**src/hdl/tcef_regs.svh**
```systemverilog
// Purpose: constants of the event flag register block
// Assumes: 8-bit register port from the serial management slave
// Notes: definitions only
`ifndef TCEF_REGS_SVH
`define TCEF_REGS_SVH
`define TCEF_EVENT_FLAGS_ADDR 8'h13
`define TCEF_EVENT_FLAGS_RST 8'h00
`define TCEF_BIT_ACC_CH 3
`define TCEF_BIT_CUR_LVL 2
`define TCEF_BIT_DETACH 1
`define TCEF_BIT_ATTACH 0
`define TCEF_FLAG_MASK 8'h0f
`define TCEF_LVL_NONE 2'h0
`define TCEF_LVL_DEFAULT 2'h1
`define TCEF_LVL_1A5 2'h2
`define TCEF_LVL_3A0 2'h3
`endif

```
**src/hdl/tcef_pkg.sv**
```systemverilog
// Purpose: types of the event flag register block
// Assumes: nothing
// Notes: constants live in tcef_regs.svh
package tcef_pkg;
  typedef enum logic [1:0] {
    TCEF_LVL_NONE_E = 2'h0,
    TCEF_LVL_DEFAULT_E = 2'h1,
    TCEF_LVL_1A5_E = 2'h2,
    TCEF_LVL_3A0_E = 2'h3
  } tcef_level_t;
  typedef logic [3:0] tcef_flags_t;
endpackage

```
**src/hdl/tcef_event_detect.sv**
```systemverilog
// Purpose: turns detection levels into one-cycle event pulses
// Assumes: level inputs come from logic on i_mclk
// Notes: a pulse lasts one cycle
`timescale 1ns/1ns
`include "tcef_regs.svh"
module tcef_event_detect (
  input wire logic i_mclk,
  input wire logic i_rst_b,
  input wire logic i_attached,
  input wire logic i_accessory_present,
  input wire logic i_audio_accessory_found,
  input wire logic i_debug_accessory_found,
  input wire tcef_pkg::tcef_level_t i_advertised_current_level,
  output logic [3:0] o_events
);
  logic att_ff;
  logic nxt_att;
  logic acc_ff;
  logic nxt_acc;
  logic [1:0] lvl_ff;
  logic [1:0] nxt_lvl;
  logic resolved;
  logic [3:0] ev;

  always_comb begin
    resolved = i_audio_accessory_found | i_debug_accessory_found;
    nxt_att = i_attached;
    nxt_acc = i_accessory_present;
    nxt_lvl = i_advertised_current_level;
    ev = 4'h0;
    ev[`TCEF_BIT_ACC_CH] = acc_ff & resolved & ~i_accessory_present;
    ev[`TCEF_BIT_CUR_LVL] = (lvl_ff != i_advertised_current_level);
    ev[`TCEF_BIT_DETACH] = att_ff & ~i_attached;
    ev[`TCEF_BIT_ATTACH] = ~att_ff & i_attached;
  end

  always_ff @(posedge i_mclk or negedge i_rst_b) begin
    if (!i_rst_b) begin
      att_ff <= 1'b0;
      acc_ff <= 1'b0;
      lvl_ff <= `TCEF_LVL_NONE;
    end else begin
      att_ff <= nxt_att;
      acc_ff <= nxt_acc;
      lvl_ff <= nxt_lvl;
    end
  end

  assign o_events = ev;
endmodule

```
**src/hdl/tcef_event_flags.sv**
```systemverilog
// Purpose: sticky event flags with write-one-to-clear and masked interrupt request
// Assumes: register port is a synchronous single-cycle strobe from the serial slave
// Notes: a set in the clearing cycle wins
`timescale 1ns/1ns
`include "tcef_regs.svh"
// Operation
// - Accessory-change flag bit 3 sets when accessory presence drops while an audio or debug accessory is found.
// - Current-level-change flag bit 2 sets whenever the advertised current level changes.
// - Detach flag bit 1 sets when an attached device or accessory is removed.
// - Attach flag bit 0 sets when a device or accessory of reported type attaches.
// - The global mask blocks the interrupt request while flags still latch.
// - Each per-event mask bit blocks only its own flag from the interrupt request.
// - The current level code is 00 none, 01 default, 10 1.5 A, 11 3 A.
module tcef_event_flags (
  input wire logic i_mclk,
  input wire logic i_rst_b,
  input wire logic i_attached,
  input wire logic i_accessory_present,
  input wire logic i_audio_accessory_found,
  input wire logic i_debug_accessory_found,
  input wire tcef_pkg::tcef_level_t i_advertised_current_level,
  input wire logic i_global_mask,
  input wire logic [3:0] i_event_mask,
  input wire logic [7:0] i_reg_addr,
  input wire logic i_reg_wr,
  input wire logic i_reg_rd,
  input wire logic [7:0] i_reg_wdata,
  output logic [7:0] o_reg_rdata,
  output logic o_int_req
);
  // ************************************************************
  // event detection
  // ************************************************************
  logic [3:0] events;

  tcef_event_detect u_detect (
    .i_mclk(i_mclk),
    .i_rst_b(i_rst_b),
    .i_attached(i_attached),
    .i_accessory_present(i_accessory_present),
    .i_audio_accessory_found(i_audio_accessory_found),
    .i_debug_accessory_found(i_debug_accessory_found),
    .i_advertised_current_level(i_advertised_current_level),
    .o_events(events)
  );

  // ************************************************************
  // decode helpers
  // ************************************************************
  // the flag register is the only address behind this port
  function automatic logic flags_hit(input logic [7:0] addr);
    flags_hit = (addr == `TCEF_EVENT_FLAGS_ADDR);
  endfunction

  // flags that a write clears; bits 7:4 have no storage, so their ones are dropped here
  function automatic tcef_pkg::tcef_flags_t clear_mask(
    input logic wr,
    input logic [7:0] addr,
    input logic [7:0] wdata
  );
    clear_mask = 4'h0;
    if (wr && flags_hit(addr)) begin
      clear_mask = 4'(wdata & `TCEF_FLAG_MASK);
    end
  endfunction

  function automatic logic [7:0] read_word(input tcef_pkg::tcef_flags_t flags);
    read_word = {4'h0, flags} & `TCEF_FLAG_MASK;
  endfunction

  function automatic tcef_pkg::tcef_flags_t pending(
    input tcef_pkg::tcef_flags_t flags,
    input logic [3:0] mask
  );
    pending = flags & ~mask;
  endfunction

  // ************************************************************
  // flag register
  // ************************************************************
  tcef_pkg::tcef_flags_t flags_ff;
  tcef_pkg::tcef_flags_t nxt_flags;
  tcef_pkg::tcef_flags_t clr;

  always_comb begin
    clr = clear_mask(i_reg_wr, i_reg_addr, i_reg_wdata);
    // set applied after the clear: an event in the clearing cycle is never lost
    nxt_flags = (flags_ff & ~clr) | events;
  end

  always_ff @(posedge i_mclk or negedge i_rst_b) begin
    if (!i_rst_b) begin
      flags_ff <= 4'(`TCEF_EVENT_FLAGS_RST);
    end else begin
      flags_ff <= nxt_flags;
    end
  end

  // ************************************************************
  // read data
  // ************************************************************
  logic [7:0] rdata_ff;
  logic [7:0] nxt_rdata;

  always_comb begin
    nxt_rdata = rdata_ff;
    if (i_reg_rd) begin
      // other addresses read zero rather than echo the flags
      nxt_rdata = flags_hit(i_reg_addr) ? read_word(flags_ff) : 8'h00;
    end
  end

  always_ff @(posedge i_mclk or negedge i_rst_b) begin
    if (!i_rst_b) begin
      rdata_ff <= 8'h00;
    end else begin
      rdata_ff <= nxt_rdata;
    end
  end

  // ************************************************************
  // interrupt request
  // ************************************************************
  logic int_ff;
  logic nxt_int;

  always_comb begin
    // masks only gate the request, the flags keep latching underneath
    nxt_int = 1'b0;
    if (!i_global_mask) begin
      nxt_int = |pending(nxt_flags, i_event_mask);
    end
  end

  always_ff @(posedge i_mclk or negedge i_rst_b) begin
    if (!i_rst_b) begin
      int_ff <= 1'b0;
    end else begin
      int_ff <= nxt_int;
    end
  end

  assign o_reg_rdata = rdata_ff;
  assign o_int_req = int_ff;

  // ************************************************************
  // checks
  // ************************************************************
  a_attach_sets: assert property (@(posedge i_mclk) disable iff (!i_rst_b)
    $rose(i_attached) |=> ##1 flags_ff[`TCEF_BIT_ATTACH])
    else $error("attach flag not set after attach");
  a_detach_sets: assert property (@(posedge i_mclk) disable iff (!i_rst_b)
    $fell(i_attached) |=> ##1 flags_ff[`TCEF_BIT_DETACH])
    else $error("detach flag not set after detach");
  a_level_sets: assert property (@(posedge i_mclk) disable iff (!i_rst_b)
    (i_advertised_current_level != $past(i_advertised_current_level)) |=> ##1 flags_ff[`TCEF_BIT_CUR_LVL])
    else $error("level flag not set after level change");
  a_acc_sets: assert property (@(posedge i_mclk) disable iff (!i_rst_b)
    ($past(i_accessory_present) && !i_accessory_present
     && (i_audio_accessory_found || i_debug_accessory_found)) |=> ##1 flags_ff[`TCEF_BIT_ACC_CH])
    else $error("accessory flag not set after resolve");

  // ************************************************************
  // checks: clearing and reading
  // ************************************************************
  a_flag_sticky: assert property (@(posedge i_mclk) disable iff (!i_rst_b)
    (flags_ff[`TCEF_BIT_ATTACH] && !(i_reg_wr && i_reg_addr == `TCEF_EVENT_FLAGS_ADDR
     && i_reg_wdata[`TCEF_BIT_ATTACH])) |=> flags_ff[`TCEF_BIT_ATTACH])
    else $error("flag dropped without clear");

  a_detach_sticky: assert property (@(posedge i_mclk) disable iff (!i_rst_b)
    (flags_ff[`TCEF_BIT_DETACH] && !(i_reg_wr && i_reg_addr == `TCEF_EVENT_FLAGS_ADDR
     && i_reg_wdata[`TCEF_BIT_DETACH])) |=> flags_ff[`TCEF_BIT_DETACH])
    else $error("detach flag dropped without clear");

  a_level_sticky: assert property (@(posedge i_mclk) disable iff (!i_rst_b)
    (flags_ff[`TCEF_BIT_CUR_LVL] && !(i_reg_wr && i_reg_addr == `TCEF_EVENT_FLAGS_ADDR
     && i_reg_wdata[`TCEF_BIT_CUR_LVL])) |=> flags_ff[`TCEF_BIT_CUR_LVL])
    else $error("level flag dropped without clear");

  a_acc_sticky: assert property (@(posedge i_mclk) disable iff (!i_rst_b)
    (flags_ff[`TCEF_BIT_ACC_CH] && !(i_reg_wr && i_reg_addr == `TCEF_EVENT_FLAGS_ADDR
     && i_reg_wdata[`TCEF_BIT_ACC_CH])) |=> flags_ff[`TCEF_BIT_ACC_CH])
    else $error("accessory flag dropped without clear");

  a_clear_works: assert property (@(posedge i_mclk) disable iff (!i_rst_b)
    (flags_ff[`TCEF_BIT_ATTACH] && !events[`TCEF_BIT_ATTACH] && i_reg_wr
     && i_reg_addr == `TCEF_EVENT_FLAGS_ADDR && i_reg_wdata[`TCEF_BIT_ATTACH]) |=> !flags_ff[`TCEF_BIT_ATTACH])
    else $error("attach flag survived its clear");

  a_set_wins: assert property (@(posedge i_mclk) disable iff (!i_rst_b)
    (events != 4'h0) |=> ((flags_ff & $past(events)) == $past(events)))
    else $error("event lost against a clear");

  a_no_spurious: assert property (@(posedge i_mclk) disable iff (!i_rst_b)
    (events == 4'h0) |=> ((flags_ff & ~$past(flags_ff)) == 4'h0))
    else $error("flag set with no event");

  a_upper_zero: assert property (@(posedge i_mclk) disable iff (!i_rst_b)
    o_reg_rdata[7:4] == 4'h0)
    else $error("reserved bits read nonzero");

  a_read_value: assert property (@(posedge i_mclk) disable iff (!i_rst_b)
    (i_reg_rd && i_reg_addr == `TCEF_EVENT_FLAGS_ADDR) |=> (o_reg_rdata == {4'h0, $past(flags_ff)}))
    else $error("read data differs from the flags");

  a_read_other: assert property (@(posedge i_mclk) disable iff (!i_rst_b)
    (i_reg_rd && i_reg_addr != `TCEF_EVENT_FLAGS_ADDR) |=> (o_reg_rdata == 8'h00))
    else $error("other address read nonzero");

  a_rdata_hold: assert property (@(posedge i_mclk) disable iff (!i_rst_b)
    !i_reg_rd |=> $stable(o_reg_rdata))
    else $error("read data moved without a read");

  // ************************************************************
  // checks: interrupt request
  // ************************************************************
  a_global_mask: assert property (@(posedge i_mclk) disable iff (!i_rst_b)
    i_global_mask |=> !o_int_req)
    else $error("request despite global mask");

  a_event_mask: assert property (@(posedge i_mclk) disable iff (!i_rst_b)
    (!i_global_mask && !i_reg_wr && ((flags_ff & ~i_event_mask) != 4'h0)) |=> o_int_req)
    else $error("unmasked flag gave no request");

  a_masked_quiet: assert property (@(posedge i_mclk) disable iff (!i_rst_b)
    (((flags_ff | events) & ~i_event_mask) == 4'h0) |=> !o_int_req)
    else $error("request from masked flags");
endmodule

```
**config.mk**
```make
export PLATFORM = sky130hd
export DESIGN_NAME = tcef_event_flags
export DESIGN_NICKNAME = d
export VERILOG_FILES = /design/src/hdl/tcef_pkg.sv /design/src/hdl/tcef_event_detect.sv /design/src/hdl/tcef_event_flags.sv
export VERILOG_INCLUDE_DIRS = /design/src /design/src/hdl
export SDC_FILE = /design/constraint.sdc
export NUM_CORES = 1
export LEC_CHECK = 0
export BUFFER_PORTS_ARGS = -buffer_cell sky130_fd_sc_hd__buf_2
export CORE_ASPECT_RATIO = 1.4
export CORE_MARGIN = 2
export CORE_UTILIZATION = 35
export CTS_CLUSTER_SIZE = 16
export DETAILED_ROUTE_END_ITERATION = 6
export GPL_ROUTABILITY_DRIVEN = 0
export GPL_TIMING_DRIVEN = 1
export PLACE_DENSITY = 0.72
export SKIP_LAST_GASP = 1
export SLEW_MARGIN = 20
export SYNTH_ARGS = -nofsm -noshare
export SYNTH_HDL_FRONTEND = slang
export SYNTH_SLANG_ARGS = --single-unit
export TNS_END_PERCENT = 20
```
**constraint.sdc**
```tcl
create_clock -name i_mclk -period 1.25 [get_ports i_mclk]
set_input_delay 0.1875 -clock i_mclk [delete_from_list [all_inputs] [get_ports i_mclk]]
set_output_delay 0.1875 -clock i_mclk [all_outputs]
set_load 0.01 [all_outputs]
```
==> results of run 1 <==
worst paths after layout:
kind	from	endpoint	slack, ps	cells past startpoint
min in group asynchronous	i_rst_b	flags_ff[1]$_DFF_PN0_	320	2
setup / recovery	u_detect.att_ff$_DFF_PN0_	o_int_req$_DFF_PN0_	170	4
hold / removal	i_accessory_present	u_detect.acc_ff$_DFF_PN0_	30	1
hold reg to reg	flags_ff[3]$_DFF_PN0_	flags_ff[3]$_DFF_PN0_	480	1
max in group asynchronous	i_rst_b	flags_ff[2]$_DFF_PN0_	710	2
setup reg to reg	u_detect.att_ff$_DFF_PN0_	o_int_req$_DFF_PN0_	170	4
per-stage QoR:
| step | total power [W] | setup TNS [ps] | hold WS (ps) |
|---|---|---|---|
| global route | 0.000842 | 0 | 23.4 |
| CTS | 0.000810 | 0 | 26.1 |
| detailed placement | 0.000551 | -35.9 | 90.4 |
| finish | 0.000798 | 0 | 29.5 |
| global placement | 0.000548 | -9.91 | 87.1 |
| floorplan | 0.000493 | 0 | -108 |
where the power goes:
part           total, W  internal (W)  leakage, nW  switching, W
Clock          0.000255      0.000124       0.0150      0.000131
Combinational  0.000109     0.0000538        0.246     0.0000548
Sequential     0.000434      0.000431        0.148    0.00000374
cells by family after synthesis:
group                  Yosys count
AND/OR/NAND/NOR                 23
AO/OA/AOI/OAI                   15
buffers and inverters           11
other                            1
flip-flops                      13
XOR/XNOR                         2
worst max-delay path: stages, from the launching register on:
cell and delay (ps):
dfrtp_1 390, nor2b_1 190, o21ai_0 120, a21o_2 200
o2111ai_1 100
sequential cells by signal (all words and copies together) (netlist names):
register,count
u_detect.lvl_ff,2
u_detect.att_ff,1
u_detect.acc_ff,1
o_reg_rdata,4
flags_ff,4
o_int_req,1
cell usage in the layout, fill, tap and decap left out:
cell type,count
o211ai_1,1
a21o_1,2
or2_2,1
buf_2,31
a21oi_2,1
o21ai_0,5
o22ai_1,2
clkbuf_4,3
nor4b_4,1
nor2b_1,1
conb_1,4
nand3_2,1
nand2b_1,2
inv_1,7
clkbuf_1,1
buf_4,1
dfrtp_1,13
dlygate4sd3_1,1
o2111ai_1,1
a21o_2,1
nor2_1,6
nand3_1,3
nand4_1,2
nand2_1,4
and2_4,1
a211oi_1,1
a21oi_1,1
and4bb_2,1
xnor2_1,2
routing by layer:
metal / global-route usage / wire [um] / part of all wire
met1: 0.152 / 507 / 0.38
met2: 0.249 / 695 / 0.52
met3: 0.0163 / 94 / 0.071
met4: 0.133 / 30 / 0.023
met5: 0 / 0 / 0
cell type report:
cell class	count	area, um2	area share
Timing Repair Buffer	33	173	0.203
Tap cell	20	25.0	0.0294
Clock buffer	4	26.3	0.0308
Inverter	7	26.3	0.0308
Multi-Input combinational cell	44	277	0.325
Sequential cell	13	325	0.382
repair_timing:
| action | 4_1_cts | 5_1_grt |
|---|---|---|
| buffers inserted | 0 | 0 |
| hold buffers | 1 | 0 |
| hold endpoints to repair | 13 | 0 |
==> results.toml, run 1 <==
[placement]
dp_cells = 116
place_area_um2 = 816
io_buffers = 31
hpwlAfterDp_mm = 1.12
dp_slack_ps = -32.2

[synthesis]
synth_area_leaders = "dfrtp_1 50%, buf_4 4.6%, inv_1 4.1%"
synth_top_cell_area_share = 0.503
synth-seq-area-share = 0.503
synth-xor-area-share = 0.0271
synth-edff-count = 0
yosys.area_share.simple = 0.224
yosys.cell_count.top_type = "dfrtp_1"
synthAdderAreaFrac = 0
synthDistinctLibCells = 25
syn-cell-area_um2 = 647
dominantRegCellSynth = "dfrtp_1"
synth.top_cells.by_count = "13 x dfrtp_1, 7 x inv_1, 6 x nor2_1"
synth_top_family_by_area = "simple AND/OR/NAND/NOR gates"
synthCells = 65
ys_ff_latch = 13
synthArstFlopShare = 1.00
muxShareOfSynthArea = 0
synth_top_area_cell = "dfrtp_1"
yosysWarnings = 0
avgSynthCellArea_um2 = 9.95
synth_compound_area_frac = 0.153

[global_routing]
grt_pass1_vias = 552
overflow = 0
grt_use_total = 0.148
antenna_found_initial = 0
grt_max_degree = 14
grt_pass1_wl_mm = 2.10

[cells_and_area]
design_area_um2 = 852
final_nets = 133
stdcell_count = 121
drive_above_1_share = 0.416
diodes = 0
post-route-util = 0.485
fillers = 175
area_delta_synth_final_pct = 31.7

[power]
vdd_drop_max_v = 0.000431
p_per_area_mw_per_mm2 = 936
p_leak_nw = 0.409

[floorplanning]
std_cell_rows = 18
fp.coreArea_mm2 = 0.00176
io_pins = 40
die_area_mm2 = 0.00221
start_util = 0.368
die_w_um = 40.3
die-height_um = 54.9

[timing]
fin_skew_ps = 2.41
rsz0062_at_grt = "no"
max_freq_mhz = 929
setup_viol_count_final = 0
period_share = 0.862
finalCriticalPeriod_ps = 1080
finalHoldViolCount = 0
worst_slack_ps = 173
drv_slew = 0

[clock_tree]
path_clk_slew_ps = 80
cts_tree = "built"
insertion_delay_ps = 270
htree_levels = 1
clock-root-buffer = "clkbuf_4"
post_cts_resized = 0
cts_sinks = 13
cts_made_buffers = 3
clockBufferDepth = 2

[setup_path]
crit_fanout = 3
crit_type = "reg -> reg"
cp-start-kind = "flip-flop"
worstPathRequired_ps = 1430
endpoint_kind = "flip-flop"
cp.arrival_ps = 1260

[outcome]
outcome = "finished, final reports clean"

[detailed_routing]
drt-initial-drc-count = 16
drc = 0
dr.pass1.iters = 5
num_vias = 562
vias_per_cell = 4.64
wl_per_cell_um = 11.0
wirelength_mm = 1.33
antenna_left = 0

[worst_hold_path]
min_path_type = "in -> reg"

[run]
drv_cap = 0
Power figures use the tool's default switching activity.
==> run 2: changes to the inputs <==
--- a/config.mk
+++ b/config.mk
@@ -6,15 +6,17 @@
 export SDC_FILE = /design/constraint.sdc
 export NUM_CORES = 1
 export LEC_CHECK = 0
-export BUFFER_PORTS_ARGS = -buffer_cell sky130_fd_sc_hd__buf_2
+export BUFFER_PORTS_ARGS = -buffer_cell sky130_fd_sc_hd__buf_4
 export CORE_ASPECT_RATIO = 1.4
 export CORE_MARGIN = 2
 export CORE_UTILIZATION = 35
+export CTS_CLUSTER_DIAMETER = 100
 export CTS_CLUSTER_SIZE = 16
 export DETAILED_ROUTE_END_ITERATION = 6
 export GPL_ROUTABILITY_DRIVEN = 0
 export GPL_TIMING_DRIVEN = 1
 export PLACE_DENSITY = 0.72
+export RECOVER_POWER = 50
 export SKIP_LAST_GASP = 1
 export SLEW_MARGIN = 20
 export SYNTH_ARGS = -nofsm -noshare
==> run 2 against run 1 <==
Against the previous run:
- routed wire length increased by 1.9%
- non-clock buffer count unchanged
- clock power about the same
- sequential share of layout area decreased by 2.6 points
- power increased by 2.8%
- critical path depth unchanged
- largest cell class unchanged
- register-to-register slack improved by 40 ps
==> results.toml, run 2 (synthesized netlist as in run 1, its figures left out) <==
[global_routing]
grt_max_degree = 14
grtUsageMet3 = 0.0244
grt_use_total = 0.150
grt.busiest_layer = "met2"
overflow = 0
antenna_found_initial = 0
grt_pass1_wl_mm = 2.08
grtUsageMet2 = 0.243
grt_pass1_vias = 536
met1_usage = 0.151

[clock_tree]
cts_sinks = 13
cts_tree = "built"
clock-root-buffer = "clkbuf_4"
post_cts_resized = 0
clockBufferDepth = 2
insertion_delay_ps = 280
path_clk_slew_ps = 80
cts_made_buffers = 3
htree_levels = 1

[detailed_routing]
wirelength_mm = 1.35
antenna_left = 0
wl_per_cell_um = 11.2
drt-initial-drc-count = 9
drc = 0
dr.pass1.iters = 4
vias_per_cell = 4.72
num_vias = 571

[placement]
dp_slack_ps = -33.7
io_buffers = 31
hpwlAfterDp_mm = 1.17
place_area_um2 = 893

[cells_and_area]
layout_commonest_cell = "buf_4"
fillers = 178
drive_above_1_share = 0.376
final_nets = 133
area_delta_synth_final_pct = 41.4
diodes = 0
layout_common_cells = "27 x buf_4, 13 x dfrtp_1, 7 x inv_1, 6 x nor2_1"
design_area_um2 = 915

[setup_path]
endpoint_kind = "flip-flop"
crit_type = "reg -> reg"
cp.arrival_ps = 1230
cp-start-kind = "flip-flop"
crit_fanout = 3
worstPathRequired_ps = 1450

[worst_hold_path]
min_path_type = "in -> reg"

[timing]
slew_headroom = 0.540
fin_hold_ws_ps = 40.2
finalCriticalPeriod_ps = 1040
finalSetupTns_ps = 0
fin_skew_ps = 3.34
worst-slew-pin-transition_ps = 689
worst_slack_ps = 214
rsz0062_at_grt = "no"
period_share = 0.829
max_freq_mhz = 965
finalHoldViolCount = 0
drv_slew = 0
setup_viol_count_final = 0

[power]
vdd_drop_max_v = 0.000443
p_per_area_mw_per_mm2 = 896
p_leak_nw = 0.418
total_power_w = 0.000820

[floorplanning]
io_pins = 40
fp.coreArea_mm2 = 0.00176
die-height_um = 54.9
die_area_mm2 = 0.00221
die_w_um = 40.3
start_util = 0.368
std_cell_rows = 18

[run]
drv_cap = 0

[outcome]
outcome = "finished, final reports clean"
[run 2: cell types whose count changed in the layout (fill, tap and decap cells not counted)]
| cell | delta |
|---|---|
| buf_2 | -31 |
| clkbuf_4 | +1 |
| clkbuf_1 | +4 |
| buf_4 | +26 |
[run 2: critical path, cell delays in order, from the launching register on]
cell and delay (ps):
dfrtp_1 380, nor2b_1 190, o21ai_0 100, a21o_2 190
o2111ai_1 90
[run 2: final timing paths]
check | start | endpoint | slack, ps | cells after the start
min in group asynchronous | i_rst_b | u_detect.acc_ff$_DFF_PN0_ | 460 | 2
max in group asynchronous | i_rst_b | u_detect.lvl_ff[0]$_DFF_PN0_ | 360 | 2
max | u_detect.att_ff$_DFF_PN0_ | o_int_req$_DFF_PN0_ | 210 | 4
min | i_attached | u_detect.att_ff$_DFF_PN0_ | 40 | 1
max reg2reg | u_detect.att_ff$_DFF_PN0_ | o_int_req$_DFF_PN0_ | 210 | 4
min reg2reg | flags_ff[3]$_DFF_PN0_ | flags_ff[3]$_DFF_PN0_ | 480 | 1
[run 2: repair_timing]
action | in CTS | in global routing
setup buffers | 0 | 0
hold buffers | 1 | 0
hold endpoints to repair | 13 | 0
[run 2: cell type report]
| class | count | area [um2] | area share |
|---|---|---|---|
| Sequential cell | 13 | 325 | 0.356 |
| Clock buffer | 4 | 26.3 | 0.0287 |
| Inverter | 7 | 26.3 | 0.0287 |
| Timing Repair Buffer | 33 | 235 | 0.257 |
| Multi-Input combinational cell | 44 | 277 | 0.302 |
| Tap cell | 20 | 25.0 | 0.0274 |
[run 2: metal layers]
metal / up-vias / routed length, um
li1: 283 / -
met5: - / 0
met1: 258 / 494
met2: 25 / 710
met4: 0 / 63
met3: 5 / 85
[run 2: stage by stage]
| stage | cells | util |
|---|---|---|
| after floorplan | 68 | - |
| after global placement | 116 | 0.509 |
| after detailed placement | 116 | 0.509 |
| after CTS | 121 | 0.529 |
| after global routing | 121 | 0.521 |
| final | 121 | 0.521 |
[run 2: power by group]
part           total [W]  internal, W  switching, W
logic           0.000129    0.0000730     0.0000555
clock network   0.000257     0.000124      0.000133
registers       0.000434     0.000431    0.00000378
total           0.000820     0.000628      0.000192
